===== config.mk =====
export PLATFORM = sky130hd
export DESIGN_NAME = signed_branch_and_debug_entry
export DESIGN_NICKNAME = d
export VERILOG_FILES = /design/src/signed_branch_and_debug_entry_pkg.sv /design/src/signed_branch_and_debug_entry.sv
export SDC_FILE = /design/constraint.sdc
export NUM_CORES = 1
export LEC_CHECK = 0
export BUFFER_PORTS_ARGS = -buffer_cell sky130_fd_sc_hd__buf_2
export CAP_MARGIN = 20
export CORE_MARGIN = 2
export CORE_UTILIZATION = 55
export CTS_CLUSTER_DIAMETER = 80
export DETAILED_ROUTE_END_ITERATION = 8
export PLACE_DENSITY_LB_ADDON = 0.25
export SYNTH_ARGS = -nofsm -noshare
export SYNTH_HDL_FRONTEND = slang
export SYNTH_SLANG_ARGS = --single-unit

===== constraint.sdc =====
create_clock -name i_clock -period 4.15 [get_ports i_clock]
set_input_delay 0.415 -clock i_clock [delete_from_list [all_inputs] [get_ports i_clock]]
set_output_delay 0.415 -clock i_clock [all_outputs]
set_load 0.005 [all_outputs]

===== src/signed_branch_and_debug_entry_pkg.sv =====
// Constants for the signed branch and debug entry execution block
// Operation
// RL1: The signed greater-or-equal branch (2C) is taken when negative xor overflow is zero, to PC plus 2 plus the sign-extended offset.
// RL2: After a signed compare the branch is taken exactly when the register operand is at least the memory operand.
// RL3: A taken branch spends three program fetches refilling the queue, an untaken one a single fetch.
// RL4: The debug-entry instruction (00) acts like a software interrupt but stacks no registers.
// RL5: Debug entry first copies the program counter into the hidden saved return pointer.
// RL6: After saving the pointer the debug ROM and register block become active.
// RL7: A substitute vector is fetched at the software-interrupt vector address and execution continues there.
// RL8: The byte at the saved pointer is read and, if it is 00, the saved pointer is incremented.
// RL9: Every other cause of debug entry runs the same sequence with the pointer already at the next instruction.
// RL10: When entry is triggered just as a debug-entry instruction starts, the increment does not move the resume address.
// RL11: While debug mode is active the core runs commands that an outside host supplies over a serial wire.
// RL12: Debug mode ends only when a specific exit command is executed by the host's request.
// RL13: On exit the ROM and registers are disabled and the queue refills from the saved pointer.
// RL14: Debug mode is disabled by default and then the entry sequence returns straight to the user program.
// RL15: Debug entry takes one vector fetch then three program fetches, and the branch changes no condition bit.
package signed_branch_and_debug_entry_pkg;

   localparam int          ADDR_W            = 16;
   localparam logic [7:0]  OPC_BRANCH_GE     = 8'h2C;
   localparam logic [7:0]  OPC_ENTER_DEBUG   = 8'h00;
   localparam logic [15:0] BRANCH_PC_STEP    = 16'h0002;
   localparam logic [15:0] FETCH_STEP        = 16'h0002;
   localparam logic [15:0] POINTER_STEP      = 16'h0001;
   localparam logic [15:0] RESET_ADDR        = 16'h0000;
   localparam logic [15:0] VECTOR_ADDR_DFLT  = 16'hFFF0;
   localparam logic [1:0]  TAKEN_FETCHES     = 2'h3;
   localparam logic [1:0]  UNTAKEN_FETCHES   = 2'h1;
   localparam logic [1:0]  DEBUG_FETCHES     = 2'h3;
   localparam logic [1:0]  LAST_FETCH        = 2'h1;
   localparam logic [1:0]  COUNT_ONE         = 2'h1;
   localparam logic [1:0]  COUNT_ZERO        = 2'h0;

   typedef enum logic [6:0] {
      S_IDLE       = 7'h01,
      S_BR_FETCH   = 7'h02,
      S_VECTOR     = 7'h04,
      S_DBG_FETCH  = 7'h08,
      S_CHECK      = 7'h10,
      S_ACTIVE     = 7'h20,
      S_EXIT_FETCH = 7'h40
   } exec_state_t;

endpackage


===== src/signed_branch_and_debug_entry.sv =====
// Execution of the signed branch and the debug-entry instruction
`timescale 1ns/1ps
module signed_branch_and_debug_entry #(
   parameter logic [15:0] VECTOR_ADDR = 16'hFFF0
) (
   input  wire logic                                           i_clock,
   input  wire logic                                           i_reset_n,
   input  wire logic                                           i_instr_valid,
   input  wire logic [7:0]                                     i_opcode,
   input  wire logic [7:0]                                     i_relative_offset_byte,
   input  wire logic [signed_branch_and_debug_entry_pkg::ADDR_W-1:0] i_pc,
   input  wire logic                                           i_negative_flag,
   input  wire logic                                           i_overflow_flag,
   input  wire logic                                           i_debug_request,
   input  wire logic                                           i_debug_enable,
   input  wire logic                                           i_debug_exit,
   input  wire logic [15:0]                                    i_vector_data,
   input  wire logic [7:0]                                     i_mem_rdata,
   output logic                                                o_busy,
   output logic                                                o_program_fetch,
   output logic                                                o_vector_fetch,
   output logic                                                o_check_read,
   output logic [signed_branch_and_debug_entry_pkg::ADDR_W-1:0] o_fetch_address,
   output logic                                                o_pc_load,
   output logic [signed_branch_and_debug_entry_pkg::ADDR_W-1:0] o_new_pc,
   output logic [signed_branch_and_debug_entry_pkg::ADDR_W-1:0] o_saved_return_pointer,
   output logic                                                o_debug_rom_active,
   output logic                                                o_debug_mode_active,
   output logic                                                o_done
);
   import signed_branch_and_debug_entry_pkg::*;

   // ==========================================================
   // Decode
   exec_state_t   state_q;
   exec_state_t   state_d;
   logic [1:0]    count_q;
   logic [1:0]    count_d;
   logic [15:0]   addr_q;
   logic [15:0]   addr_d;
   logic [15:0]   srp_q;
   logic [15:0]   srp_d;
   logic [15:0]   resume_q;
   logic          coincide_q;
   logic          rom_q;
   logic          rom_d;
   logic          active_q;
   logic          active_d;
   logic          pc_load_q;
   logic [15:0]   new_pc_q;
   logic          done_q;

   wire idle        = (state_q == S_IDLE);
   wire is_branch   = i_instr_valid && (i_opcode == OPC_BRANCH_GE);
   wire is_enter    = i_instr_valid && (i_opcode == OPC_ENTER_DEBUG);
   wire entry_go    = idle && (i_debug_request || is_enter);
   wire branch_go   = idle && is_branch && !i_debug_request;
   wire coincide    = i_debug_request && is_enter;
   wire ge_taken    = ~(i_negative_flag ^ i_overflow_flag); // RL1 RL2
   wire [15:0] sext = {{8{i_relative_offset_byte[7]}},
                       i_relative_offset_byte};
   wire [15:0] target = 16'(i_pc + BRANCH_PC_STEP + sext); // RL1
   wire [15:0] fall_through = 16'(i_pc + BRANCH_PC_STEP);
   wire last_fetch  = (count_q == LAST_FETCH);
   wire zero_byte   = (i_mem_rdata == OPC_ENTER_DEBUG);
   wire leave_debug = !i_debug_enable || i_debug_exit; // RL12 RL14
   wire [15:0] resume_addr = coincide_q ? resume_q : srp_q; // RL10
   wire fetch_next  = (state_d == S_BR_FETCH) ||
                      (state_d == S_DBG_FETCH) ||
                      (state_d == S_EXIT_FETCH);

   // ==========================================================
   // Sequencer
   always_comb begin
      state_d  = state_q;
      count_d  = count_q;
      addr_d   = addr_q;
      srp_d    = srp_q;
      rom_d    = rom_q;
      active_d = active_q;
      unique case (state_q)
         S_IDLE: begin
            if (entry_go) begin
               state_d = S_VECTOR;
               srp_d   = i_pc;                                   // RL5 RL9
               rom_d   = 1'b1;                                   // RL6
               addr_d  = VECTOR_ADDR;                            // RL4 RL7
            end else if (branch_go) begin
               state_d = S_BR_FETCH;
               count_d = ge_taken ? TAKEN_FETCHES : UNTAKEN_FETCHES; // RL3
               addr_d  = ge_taken ? target : fall_through;
            end
         end
         S_BR_FETCH, S_DBG_FETCH, S_EXIT_FETCH: begin
            count_d = 2'(count_q - COUNT_ONE);
            addr_d  = 16'(addr_q + FETCH_STEP);
            if (last_fetch) begin
               count_d = COUNT_ZERO;
               if (state_q == S_DBG_FETCH) begin
                  state_d = S_CHECK;
                  addr_d  = srp_q;
               end else begin
                  state_d = S_IDLE;
               end
            end
         end
         S_VECTOR: begin
            state_d = S_DBG_FETCH;                               // RL15
            count_d = DEBUG_FETCHES;
            addr_d  = i_vector_data;                             // RL7
         end
         S_CHECK: begin
            state_d  = S_ACTIVE;
            active_d = 1'b1;                                     // RL11
            if (zero_byte) begin
               srp_d = 16'(srp_q + POINTER_STEP);                // RL8
            end
         end
         S_ACTIVE: begin
            if (leave_debug) begin                               // RL12 RL14
               state_d  = S_EXIT_FETCH;
               count_d  = DEBUG_FETCHES;
               addr_d   = resume_addr;                           // RL13
               rom_d    = 1'b0;                                  // RL13
               active_d = 1'b0;
            end
         end
      endcase
   end

   // ==========================================================
   // State registers
   always_ff @(posedge i_clock) begin
      if (!i_reset_n) begin
         state_q  <= S_IDLE;
         count_q  <= COUNT_ZERO;
         addr_q   <= RESET_ADDR;
         srp_q    <= RESET_ADDR;
         rom_q    <= 1'b0;
         active_q <= 1'b0;
      end else begin
         state_q  <= state_d;
         count_q  <= count_d;
         addr_q   <= addr_d;
         srp_q    <= srp_d;
         rom_q    <= rom_d;
         active_q <= active_d;
      end
   end

   // Resume address captured on every entry, flagged when a debug request meets a debug-entry opcode
   always_ff @(posedge i_clock) begin
      if (!i_reset_n) begin
         resume_q   <= RESET_ADDR;
         coincide_q <= 1'b0;
      end else if (entry_go) begin
         resume_q   <= i_pc;                                     // RL10
         coincide_q <= coincide;
      end
   end

   // ==========================================================
   // Strobes to fetch unit and program counter
   logic fetch_q;
   logic vector_q;
   logic check_q;
   logic busy_q;

   always_ff @(posedge i_clock) begin
      if (!i_reset_n) begin
         fetch_q   <= 1'b0;
         vector_q  <= 1'b0;
         check_q   <= 1'b0;
         busy_q    <= 1'b0;
         pc_load_q <= 1'b0;
         new_pc_q  <= RESET_ADDR;
         done_q    <= 1'b0;
      end else begin
         fetch_q   <= fetch_next;                                // RL3
         vector_q  <= (state_d == S_VECTOR);
         check_q   <= (state_d == S_CHECK);
         busy_q    <= (state_d != S_IDLE);
         pc_load_q <= (branch_go && ge_taken) ||
                      (state_q == S_ACTIVE && leave_debug);
         new_pc_q  <= (state_q == S_ACTIVE) ? resume_addr : target;
         done_q    <= (state_q != S_IDLE) && (state_d == S_IDLE);
      end
   end

   // Condition bits are never written by this block
   assign o_program_fetch        = fetch_q;                      // RL15
   assign o_vector_fetch         = vector_q;
   assign o_check_read           = check_q;
   assign o_busy                 = busy_q;
   assign o_fetch_address        = addr_q;
   assign o_pc_load              = pc_load_q;
   assign o_new_pc               = new_pc_q;
   assign o_saved_return_pointer = srp_q;
   assign o_debug_rom_active     = rom_q;
   assign o_debug_mode_active    = active_q;
   assign o_done                 = done_q;

   // ==========================================================
   // Assertions
   logic [3:0] fetch_run_q;
   always_ff @(posedge i_clock) begin
      if (!i_reset_n) begin
         fetch_run_q <= 4'h0;
      end else if (o_program_fetch) begin
         fetch_run_q <= 4'(fetch_run_q + 4'h1);
      end else begin
         fetch_run_q <= 4'h0;
      end
   end

   branch_target_a: assert property (@(posedge i_clock) disable iff (!i_reset_n) // RL1
      branch_go && ge_taken |=> o_pc_load && o_new_pc == $past(target)
         && o_fetch_address == $past(target))
      else $error("taken branch target wrong");

   signed_test_a: assert property (@(posedge i_clock) disable iff (!i_reset_n) // RL2
      branch_go && (i_negative_flag != i_overflow_flag) |=> !o_pc_load
         && o_fetch_address == $past(fall_through))
      else $error("signed less-than branch was taken");

   taken_refill_a: assert property (@(posedge i_clock) disable iff (!i_reset_n) // RL3
      branch_go && ge_taken |=> o_program_fetch [*3] ##1 !o_program_fetch)
      else $error("taken branch not three fetches");

   untaken_refill_a: assert property (@(posedge i_clock) disable iff (!i_reset_n) // RL3
      branch_go && !ge_taken |=> o_program_fetch ##1 !o_program_fetch)
      else $error("untaken branch not one fetch");

   pointer_save_a: assert property (@(posedge i_clock) disable iff (!i_reset_n) // RL5
      entry_go |=> o_saved_return_pointer == $past(i_pc) && o_debug_rom_active)
      else $error("return pointer not saved on entry");

   vector_seq_a: assert property (@(posedge i_clock) disable iff (!i_reset_n) // RL15
      entry_go |=> o_vector_fetch && o_fetch_address == VECTOR_ADDR
         ##1 o_program_fetch [*3] ##1 o_check_read)
      else $error("entry not vector then three fetches");

   pointer_bump_a: assert property (@(posedge i_clock) disable iff (!i_reset_n) // RL8
      state_q == S_CHECK && zero_byte |=>
         o_saved_return_pointer == 16'($past(srp_q) + POINTER_STEP))
      else $error("pointer not incremented on zero byte");

   disabled_return_a: assert property (@(posedge i_clock) disable iff (!i_reset_n) // RL14
      state_q == S_ACTIVE && !i_debug_enable |=> !o_debug_rom_active
         && o_fetch_address == $past(resume_addr))
      else $error("disabled debug did not return");

   stay_active_a: assert property (@(posedge i_clock) disable iff (!i_reset_n) // RL12
      state_q == S_ACTIVE && i_debug_enable && !i_debug_exit |=>
         o_debug_mode_active && o_debug_rom_active)
      else $error("debug mode left without exit command");

   coincide_resume_a: assert property (@(posedge i_clock) disable iff (!i_reset_n) // RL10
      state_q == S_ACTIVE && leave_debug && coincide_q |=>
         o_new_pc == resume_q)
      else $error("coincident entry resumes at wrong address");

   fetch_run_a: assert property (@(posedge i_clock) disable iff (!i_reset_n) // RL13
      fetch_run_q <= 4'h3)
      else $error("fetch burst longer than three");

   exit_refill_a: assert property ( // RL13
      @(posedge i_clock) disable iff (!i_reset_n)
      state_q == S_ACTIVE && leave_debug |=>
         (o_pc_load && o_new_pc == $past(resume_addr))
         ##0 o_program_fetch [*3] ##1 o_done)
      else $error("exit refill not three fetches then done");

   vector_pulse_a: assert property ( // RL7
      @(posedge i_clock) disable iff (!i_reset_n)
      o_vector_fetch |=> !o_vector_fetch && o_program_fetch
         && o_fetch_address == $past(i_vector_data))
      else $error("substitute vector not followed");

   check_addr_a: assert property ( // RL8
      @(posedge i_clock) disable iff (!i_reset_n)
      o_check_read |-> o_fetch_address == o_saved_return_pointer)
      else $error("check read not at saved pointer");

   rom_during_a: assert property ( // RL6
      @(posedge i_clock) disable iff (!i_reset_n)
      o_debug_mode_active |-> o_debug_rom_active)
      else $error("debug mode without debug rom");

   done_pulse_a: assert property ( // RL3
      @(posedge i_clock) disable iff (!i_reset_n)
      o_done |-> !o_busy ##1 !o_done)
      else $error("done not a single idle pulse");

   accept_busy_a: assert property ( // RL4
      @(posedge i_clock) disable iff (!i_reset_n)
      (branch_go || entry_go) |=> o_busy && !o_done)
      else $error("accepted request did not raise busy");

   taken_c: cover property (@(posedge i_clock) disable iff (!i_reset_n)
      branch_go && ge_taken);
   bump_c: cover property (@(posedge i_clock) disable iff (!i_reset_n)
      state_q == S_CHECK && zero_byte);
   exit_c: cover property (@(posedge i_clock) disable iff (!i_reset_n)
      state_q == S_ACTIVE && i_debug_enable && i_debug_exit);
   coincide_c: cover property (@(posedge i_clock) disable iff (!i_reset_n)
      entry_go && coincide);
   disabled_c: cover property (@(posedge i_clock) disable iff (!i_reset_n)
      state_q == S_ACTIVE && !i_debug_enable);

endmodule


### Word-level counts from Yosys, hierarchy flattened

Cells that the tools add are included.

| cells by class | value |
|---|---|
| add/sub/neg operators | 5 |
| equality and inequality tests | 23 |
| mux-type cells | 28 |
| bitwise logic cells | 2 |
| reductions and logical operators | 28 |

Operators by type and width:

| cell | number |
|---|---|
| 2-to-1 mux 16 bit | 10 |
| one-hot mux 16 bit (4 select lines) | 1 |
| one-hot mux 7 bit (5 select lines) | 1 |
| adder 16 x 2 -> 16 bit (second input constant) | 2 |
| one-hot mux 16 bit (2 select lines) | 1 |
| 2-to-1 mux 7 bit | 4 |
| adder 16 x 1 -> 16 bit (second input constant) | 1 |
| adder 16 bit | 1 |
| zero test 8 bit | 2 |
| equality test 7 x 1 -> 1 bit (second input constant) | 2 |
| equality test 7 x 2 -> 1 bit (second input constant) | 2 |
| equality test 7 x 3 -> 1 bit (second input constant) | 2 |
| equality test 7 x 4 -> 1 bit (second input constant) | 2 |
| equality test 7 x 5 -> 1 bit (second input constant) | 2 |
| equality test 7 bit (second input constant) | 2 |
| != test 7 x 1 -> 1 bit (second input constant) | 2 |
| 2-to-1 mux 2 bit | 5 |
| logical AND 1 bit | 9 |
| AND reduction 3 bit | 3 |
| equality test 8 x 6 -> 1 bit (second input constant) | 1 |
| one-hot mux 2 bit (4 select lines) | 1 |
| equality test 7 x 6 -> 1 bit (second input constant) | 1 |
| != test 2 bit (second input constant) | 3 |
| nonzero test 2 bit | 3 |
| other kinds (15) | 23 |

| storage, ports and cells | value |
|---|---|
| bits in registers | 82 |
| output and inout port bits | 56 |
| word-level logic and storage cells | 101 |

### Longest topological paths before layout

Gate-level depths: netlist of the first run.

| depth | value |
|---|---|
| depth in word-level cells | 10 |
| gate-level depth with buffers | 15 |
| gate-level depth less buffers | 14 |

### Worst setup path before layout of the first run

OpenSTA, ideal clock, no wires.

| timing path | value |
|---|---|
| path type | input -> register |
| from | input port i_pc[5] (netlist name) |
| to | register addr_q[15], in the netlist o_fetch_address[15] |
| library setup time | 0.070 ns |
| arrival | 3.043 ns |
| data required time | 4.080 ns |
| setup slack | 1.038 ns |
| stages on the path | 15 |
| path through | and3_1 > and2_1 > clkbuf_1 > nand2_1 > xnor2_1 > ha_1 > or2_2 > o311ai_0 > or2_2 > a21oi_1 > o31ai_1 > mux2i_1 > a21oi_1 > xor2_1 > a21oi_1 |

| on the way | value |
|---|---|
| word-level cells in the longest chain between the ends | 6 |

RTL lines:

| item | line | RTL |
|---|---|---|
| from (decl) | signed_branch_and_debug_entry.sv:11 | `input wire logic [signed_branch_and_debug_entry_pkg::ADDR_W-1:0] i_pc,` |
| adder 16 x 2 -> 16 bit (*) | signed_branch_and_debug_entry.sv:62, signed_branch_and_debug_entry.sv:63 |  |
| adder 16 bit | signed_branch_and_debug_entry.sv:62 | `wire [15:0] target = 16'(i_pc + BRANCH_PC_STEP + sext);` |
| 2-to-1 mux 16 bit (*) | signed_branch_and_debug_entry.sv:91 | `addr_d = ge_taken ? target : fall_through;` |
| 2-to-1 mux 16 bit (*) | signed_branch_and_debug_entry.sv:88 | `end else if (branch_go) begin` |
| 2-to-1 mux 16 bit (*) | signed_branch_and_debug_entry.sv:83 | `if (entry_go) begin` |
| one-hot mux 16 bit (4 select lines) (*) | signed_branch_and_debug_entry.sv:81 | `unique case (state_q)` |
| to (signal assigned) | signed_branch_and_debug_entry.sv:144 | `addr_q <= addr_d;` |
| to (decl) | signed_branch_and_debug_entry.sv:39 | `logic [15:0] addr_q;` |

Mark *: on every way between the ends. The rest lies on a longest branch, timed or not. The select of a mux whose other input is x is not followed.
A chain may end at the register's enable or synchronous reset.

### Final worst setup path of the first run

| timing path | value |
|---|---|
| from | input port i_pc[1] (netlist name) |
| to | register addr_q[15], in the netlist o_fetch_address[15] |

Same word-level chain as after synthesis.

==> results of run 1 <==
## flip-flops by register name, indices dropped and copies added (netlist names)
register,flops
o_fetch_address,16
o_new_pc,16
o_saved_return_pointer,16
resume_q,16
state_q,7
count_q,2
coincide_q,1
o_busy,1
o_check_read,1
o_debug_mode_active,1
o_debug_rom_active,1
o_done,1
o_pc_load,1
o_program_fetch,1
o_vector_fetch,1
## metrics by stage
stage	instances	cell area [µm²]	util [%]	hold WS, ps
after floorplan	741	5600	-	432
after global placement	956	6230	63.5	439
after detailed placement	956	6230	63.5	460
after CTS	972	6440	65.6	311
after global routing	972	6440	65.6	346
final	972	6440	65.6	328
## power by group through the flow
stage               registers (mW)  clock network [mW]  logic (mW)
global placement             0.982                   0       0.665
finish                       0.972               0.624       0.695
CTS                          0.968               0.627       0.682
detailed placement           0.987                   0       0.679
floorplan                    0.966                   0       0.439
global route                 0.982               0.653       0.760
## routing by layer
metal  GRT usage, %  wire, µm
met3           6.92      2080
met1           43.9      7840
met4           19.0       876
met5              0         6
met2           54.5      8670
## worst max path at each step
stage                                to  slack, ps  depth (start not counted)
global route        o_fetch_address[15]        470                         14
floorplan           o_fetch_address[15]       1040                         15
finish              o_fetch_address[15]        770                         14
CTS                 o_fetch_address[15]        830                         14
detailed placement  o_fetch_address[15]        450                         14
global placement    o_fetch_address[15]        560                         14
## layout make-up
cell class              instances  share of cell area, %
clock buffers                  12                   2.41
multi-input cells             600                   57.7
flip-flops and latches         82                   25.5
inverters                      13                  0.758
repair buffers                128                   10.3
well taps                     133                   2.58
clock inverters                 4                  0.758
## cells in the final DEF, fill, tap and decap left out, drive strengths merged, types with 11 or more instances in the layout
cell type  Yosys  routed
a222oi        13      13
xor2          15      15
a21oi         81      81
nand3         24      24
buf            9     128
a211oi        21      21
xnor2         24      24
o21ai         39      39
and3          11      11
nor2b         13      13
nand2         88      88
clkbuf        37      12
nor3          15      15
dfxtp         82      82
nor2          93      93
ha            24      24
mux2i         13      13
inv           13      14
o211ai        15      15
## Yosys cell counts, types with 5 or more instances
cell type | instances | area (µm²)
sky130_fd_sc_hd__nor3b_1 | 5 | 37.5
sky130_fd_sc_hd__inv_1 | 12 | 45.0
sky130_fd_sc_hd__a222oi_1 | 13 | 130
sky130_fd_sc_hd__nand3_1 | 24 | 120
sky130_fd_sc_hd__nor2_1 | 93 | 349
sky130_fd_sc_hd__nand2b_1 | 6 | 37.5
sky130_fd_sc_hd__o21a_1 | 5 | 37.5
sky130_fd_sc_hd__nor3_1 | 13 | 65.1
sky130_fd_sc_hd__dfxtp_1 | 82 | 1640
sky130_fd_sc_hd__o211ai_1 | 15 | 113
sky130_fd_sc_hd__ha_1 | 24 | 300
sky130_fd_sc_hd__a21oi_1 | 81 | 405
sky130_fd_sc_hd__nor4_1 | 8 | 50.1
sky130_fd_sc_hd__xor2_1 | 15 | 131
sky130_fd_sc_hd__nand4_1 | 6 | 37.5
sky130_fd_sc_hd__and3_1 | 11 | 68.8
sky130_fd_sc_hd__a211oi_1 | 21 | 158
sky130_fd_sc_hd__nand2_1 | 88 | 330
sky130_fd_sc_hd__o21ai_0 | 36 | 180
sky130_fd_sc_hd__xnor2_1 | 24 | 210
sky130_fd_sc_hd__a22oi_1 | 6 | 45.0
sky130_fd_sc_hd__a31oi_1 | 6 | 37.5
sky130_fd_sc_hd__and4_1 | 7 | 61.3
sky130_fd_sc_hd__and2_1 | 8 | 50.1
sky130_fd_sc_hd__clkbuf_1 | 37 | 139
sky130_fd_sc_hd__mux2i_1 | 13 | 130
sky130_fd_sc_hd__nor2b_1 | 13 | 81.3
## worst reg2reg max path, cell delays in order (launching register included)
cell	delay, ps
sky130_fd_sc_hd__dfxtp_1	410
sky130_fd_sc_hd__nor3_4	360
sky130_fd_sc_hd__nand4b_1	150
sky130_fd_sc_hd__buf_4	230
sky130_fd_sc_hd__o21bai_1	940
sky130_fd_sc_hd__a222oi_1	380
sky130_fd_sc_hd__a31oi_1	250
sky130_fd_sc_hd__o21ai_0	140
sky130_fd_sc_hd__a21oi_1	150
## cells by family after synthesis
family | share of synthesized area, %
AO/OA/AOI/OAI | 25.3
XOR/XNOR | 6.10
adder cells (fa/ha/maj) | 5.72
buffers and inverters | 4.38
flip-flops | 29.3
multiplexers | 2.72
AND/OR/NAND/NOR | 26.5
==> run metrics, run 1 <==
status=finished clean; antenna cell count=0; share of cells above drive strength 1=19.3%; data arrival time of the critical path=3680 ps; Pwr Density=356 nW/µm²; deepest level of the CTS H-tree=3; post-cts hold buffer count=0; number of instances in the synthesized netlist=741; remaining global-route overflow=0; largest stage delay on the critical path=480 ps; pre-CTS setup slack=454 ps; clk root buf=sky130_fd_sc_hd__clkbuf_8; Worst EP required=4450 ps; clock tree from TritonCTS=done; worst hold path type=in -> reg; Sequential Power Share=42.4%; total setup buffers inserted after CTS=0; Switching Power=0.819 mW; Int Power=1.47 mW; most common cell type on the critical path=sky130_fd_sc_hd__a21oi_1; worst path cell trace=buf_2 > ha_1 > nand3_1 > xnor2_1 > ha_1 > o21a_1 > o311ai_0 > or2_2 > a21oi_1 > o31ai_1 > mux2i_1 > a21oi_1 > xor2_1 > a21oi_1; Switching Share=35.7%; buffer and inverter count on the worst path=1; post-DP HPWL=14500 µm; final slew viol count=0; clock skew=11.3 ps; worst-skew pair later-pin latency=370 ps; Worst Hold End=resume_q[11]; worst relative slew slack=20.7%; standard-cell row count=36; total power after layout=2.29 mW; via count of the first global-routing pass=5767; wire length of the first global-routing pass=29800 µm; multi-input combinational cell area=3710 µm²; post-synthesis cell area=5600 µm²; proportion of synthesized chip area in sequential cells=29.3%; element type at the critical path start=input pin; clock sinks=82; area taken by flip-flops and latches=1640 µm²; vias=6239; destination of the worst register-to-register timing path=o_fetch_address[6]; DRC violation count after routing=0; slowest cell on the critical path=sky130_fd_sc_hd__o31ai_1; clock-pin slew of the registers on the worst-case setup and hold paths=90 ps; full die area=11000 µm²; Mapped Avg Cell Area=7.56 µm²; peak supply drop=0.000197 V; RSZ-0062 raised after global routing=false; violation count after the first detailed-route iteration=579; Area growth, synth to finish=14.9%; kind of critical path=in -> reg; clock power share=27.2%; final critical-path setup slack=771 ps; net total in the final layout=923; count of flip-flops with a built-in enable after synthesis=0; worst hold start=i_pc[11]; crit path from=i_pc[1]; critical-path maximum fanout=10; count of endpoints failing hold in the final timing report=0; Routed Antenna Nets=0; leakage power of the design=2.65 nW; depth of the worst register-to-register path=8; starting density of the core=57.0%; post-cts gate resize count=0; total track usage=34.5%; number of input and output port buffers inserted=119; post-layout minimum cycle time=3380 ps; count of maximum capacitance violations=0; die span in x=105 µm; logic gate share of total power=30.3%; Mapped Nets=830; CORE AREA=9820 µm²; Yosys warning count=0; worst reg2reg path startpoint=state_q[1]; setup TNS=0 ps; vias per std cell=6.42; fin crit share=81.4%; routed length per instance=20.0 µm; I/O pin count=120; pin count of the biggest net entering global routing=39; filler instances=959; async set or reset register ratio after synthesis=0%; number of different library cells in the post-synthesis netlist=65; hold depth=3; number of buffers on the longest clock path=2; Detailed Route WL=19500 µm; transition time at the pin with the least slew margin=1190 ps; initial antenna violation count=3; r2r setup slk=1050 ps; synthesis-stage register bit count=82; kind of cell adding the most delay to the critical path=compound AO/OA/AOI/OAI gates; critical path endpoint category=register; routability cong.=0.958; number of buffers created by CTS=9; prevailing post-synth register cell=sky130_fd_sc_hd__dfxtp_1; detailed-routing iteration count for the pre-antenna-repair pass=8; achievable frequency=296 MHz; die boundary height=105 µm; Setup violations, final=0
No activity file was read; power rests on OpenSTA's default activity.
==> inputs of run 2 (changes only) <==
--- a/config.mk
+++ b/config.mk
@@ -8,7 +8,7 @@
 export BUFFER_PORTS_ARGS = -buffer_cell sky130_fd_sc_hd__buf_2
 export CAP_MARGIN = 20
 export CORE_MARGIN = 2
-export CORE_UTILIZATION = 55
+export CORE_UTILIZATION = 50
 export CTS_CLUSTER_DIAMETER = 80
 export DETAILED_ROUTE_END_ITERATION = 8
 export PLACE_DENSITY_LB_ADDON = 0.25
==> constraint.sdc (replaced) <==
create_clock -name i_clock -period 2.8 [get_ports i_clock]
set_input_delay 0.28 -clock i_clock [delete_from_list [all_inputs] [get_ports i_clock]]
set_output_delay 0.28 -clock i_clock [all_outputs]
set_load 0.005 [all_outputs]
==> run 2 against run 1 <==
Compared with the run above:
- final area is 9.3% higher
- non-clock buffer count increased by 65
- register-to-register slack got worse by 890 ps
- first-iteration DRC count is 11% higher
- sequential share of layout area fell by 2.1 points
- global-route usage shrank 0.77 points
- wire length up 4.6%
- power rose by 57%
- sequential cell count stayed put
- combinational power rose by 65%
- critical endpoint is now o_fetch_address[14]
- largest power group unchanged
==> run metrics, run 2 (same netlist as run 1, synthesis figures left out) <==
DRC violation count after routing=0 (unchanged); worst hold path type=in -> reg (unchanged); wire length of the first global-routing pass=30800 µm (was 29800 µm); count of maximum capacitance violations=0 (unchanged); element type at the critical path start=input pin (unchanged); clock sinks=82 (unchanged); share of cells above drive strength 1=26.6% (was 19.3%); clock-pin slew of the registers on the worst-case setup and hold paths=90 ps (about the same); critical path endpoint category=register (unchanged); Routed Antenna Nets=0 (unchanged); initial antenna violation count=0 (was 3); net total in the final layout=988 (was 923); achievable frequency=377 MHz; post-layout instance area=7040 µm² (was 6440 µm²); violation count after the first detailed-route iteration=642 (was 579); data arrival time of the critical path=2940 ps (was 3680 ps); total track usage=33.7% (was 34.5%); number of buffers created by CTS=9 (unchanged); status=finished clean (unchanged); post-DP HPWL=15300 µm (was 14500 µm); total setup buffers inserted after CTS=0 (unchanged); transition time at the pin with the least slew margin=958 ps (was 1190 ps); starting density of the core=51.4% (was 57.0%); die boundary height=110 µm (was 105 µm); I/O pin count=120 (unchanged); standard-cell row count=38 (was 36); post-cts hold buffer count=0 (unchanged); Setup violations, final=0 (unchanged); routability cong.=1.08 (was 0.958); RSZ-0062 raised after global routing=true (was false); worst relative slew slack=36.0% (was 20.7%); clock tree from TritonCTS=done (unchanged); via count of the first global-routing pass=5911 (was 5767); Area growth, synth to finish=25.6% (was 14.9%); kind of critical path=in -> reg (unchanged); number of buffers on the longest clock path=2 (unchanged); filler instances=952 (was 959); post-layout minimum cycle time=2650 ps; worst-skew pair later-pin latency=390 ps (was 370 ps); vias=6507 (was 6239); full die area=12100 µm² (was 11000 µm²); leakage power of the design=3.00 nW (was 2.65 nW); number of input and output port buffers inserted=119 (unchanged); CORE AREA=10900 µm² (was 9820 µm²); remaining global-route overflow=0 (unchanged); pin count of the biggest net entering global routing=51 (was 39); peak supply drop=0.000306 V (was 0.000197 V); Worst EP required=3080 ps (was 4450 ps); critical-path maximum fanout=4 (was 10); routed length per instance=19.5 µm (was 20.0 µm); most common library cell in the layout ignoring fill and taps=sky130_fd_sc_hd__buf_2 (unchanged); deepest level of the CTS H-tree=3 (unchanged); detailed-routing iteration count for the pre-antenna-repair pass=6 (was 8); DP Area=6740 µm² (was 6230 µm²); die span in x=110 µm (was 105 µm); Detailed Route WL=20400 µm (was 19500 µm); Pwr Density=510 nW/µm² (was 356 nW/µm²); antenna cell count=0 (unchanged); clk root buf=sky130_fd_sc_hd__clkbuf_8 (unchanged); top library cells by usage in the layout, fill and taps aside=119 x sky130_fd_sc_hd__buf_2, 93 x sky130_fd_sc_hd__nor2_1, 87 x sky130_fd_sc_hd__nand2_1 (was 119 x sky130_fd_sc_hd__buf_2, 93 x sky130_fd_sc_hd__nor2_1, 88 x sky130_fd_sc_hd__nand2_1); vias per std cell=6.24 (was 6.42); final slew viol count=0 (unchanged); clock skew=16.3 ps (was 11.3 ps); fin crit share=94.8%; core occupancy in the finished layout=64.6% (was 65.6%); count of endpoints failing hold in the final timing report=0 (unchanged)
==> run 2: cell count changes in the layout (fill, tap and decap cells not counted), moves of 2 or more <==
cell / delta
sky130_fd_sc_hd__buf_4: +65
sky130_fd_sc_hd__xnor2_1: -4
sky130_fd_sc_hd__xnor2_2: +4
sky130_fd_sc_hd__clkinv_2: -2
sky130_fd_sc_hd__dfxtp_1: -2
==> run 2: final cells by class <==
| type | count | area, µm² | share of cell area (%) |
|---|---|---|---|
| repair buffers | 193 | 1150 | 16.4 |
| multi-input cells | 600 | 3800 | 54.0 |
| clock inverters | 4 | 76.3 | 1.08 |
| flip-flops and latches | 82 | 1650 | 23.4 |
| clock buffers | 11 | 141 | 2.01 |
| inverters | 13 | 48.8 | 0.693 |
| well taps | 140 | 175 | 2.49 |
==> run 2: worst paths after layout <==
kind	from	endpoint	slack [ps]	cells after the start
max	i_pc[1]	o_fetch_address[14]	150	13
min	i_pc[15]	resume_q[15]	170	3
max reg2reg	state_q[6]	o_fetch_address[4]	160	7
min reg2reg	resume_q[15]	resume_q[15]	460	2
==> run 2: power breakdown <==
| part | switching, mW | internal (mW) | total (mW) |
|---|---|---|---|
| logic | 0.639 | 0.511 | 1.15 |
| registers | 0.143 | 1.30 | 1.44 |
| clock network | 0.473 | 0.524 | 0.997 |
==> run 2: through the flow <==
stage                     setup TNS, ps  hold WS, ps  power [mW]  cells  setup WS, ps
after floorplan                       0          420        2.08    741          15.0
after global placement            -1210          440        2.53   1028          -224
after detailed placement          -2090          448        2.57   1028          -297
after CTS                             0          156        3.55   1043          58.0
after global routing              -48.2          186        3.75   1043         -28.8
final                                 0          165        3.59   1043           145
==> run 2: critical path, stage by stage <==
cell                      delay [ps]
sky130_fd_sc_hd__buf_2           120
sky130_fd_sc_hd__ha_1            210
sky130_fd_sc_hd__buf_4           160
sky130_fd_sc_hd__xor2_2          150
sky130_fd_sc_hd__ha_1            360
sky130_fd_sc_hd__o21a_1          150
sky130_fd_sc_hd__o21ai_1         170
sky130_fd_sc_hd__a21oi_1         120
sky130_fd_sc_hd__a41o_1          290
sky130_fd_sc_hd__o41a_1          380
sky130_fd_sc_hd__a31oi_2         220
sky130_fd_sc_hd__xnor2_1         110
sky130_fd_sc_hd__o211a_1         220
==> run 2: repair_timing <==
item / CTS / global route
setup endpoints to repair: 1 / 9
pin swaps: 0 / 2
resized for setup: 1 / 15
==> run 2: per-layer routing <==
metal	up-vias	routed length, µm	GRT usage [%]
li1	3021	-	-
met1	3032	8260	43.3
met2	387	9090	51.1
met3	67	2250	10.3
met4	0	760	16.7
met5	-	0	0
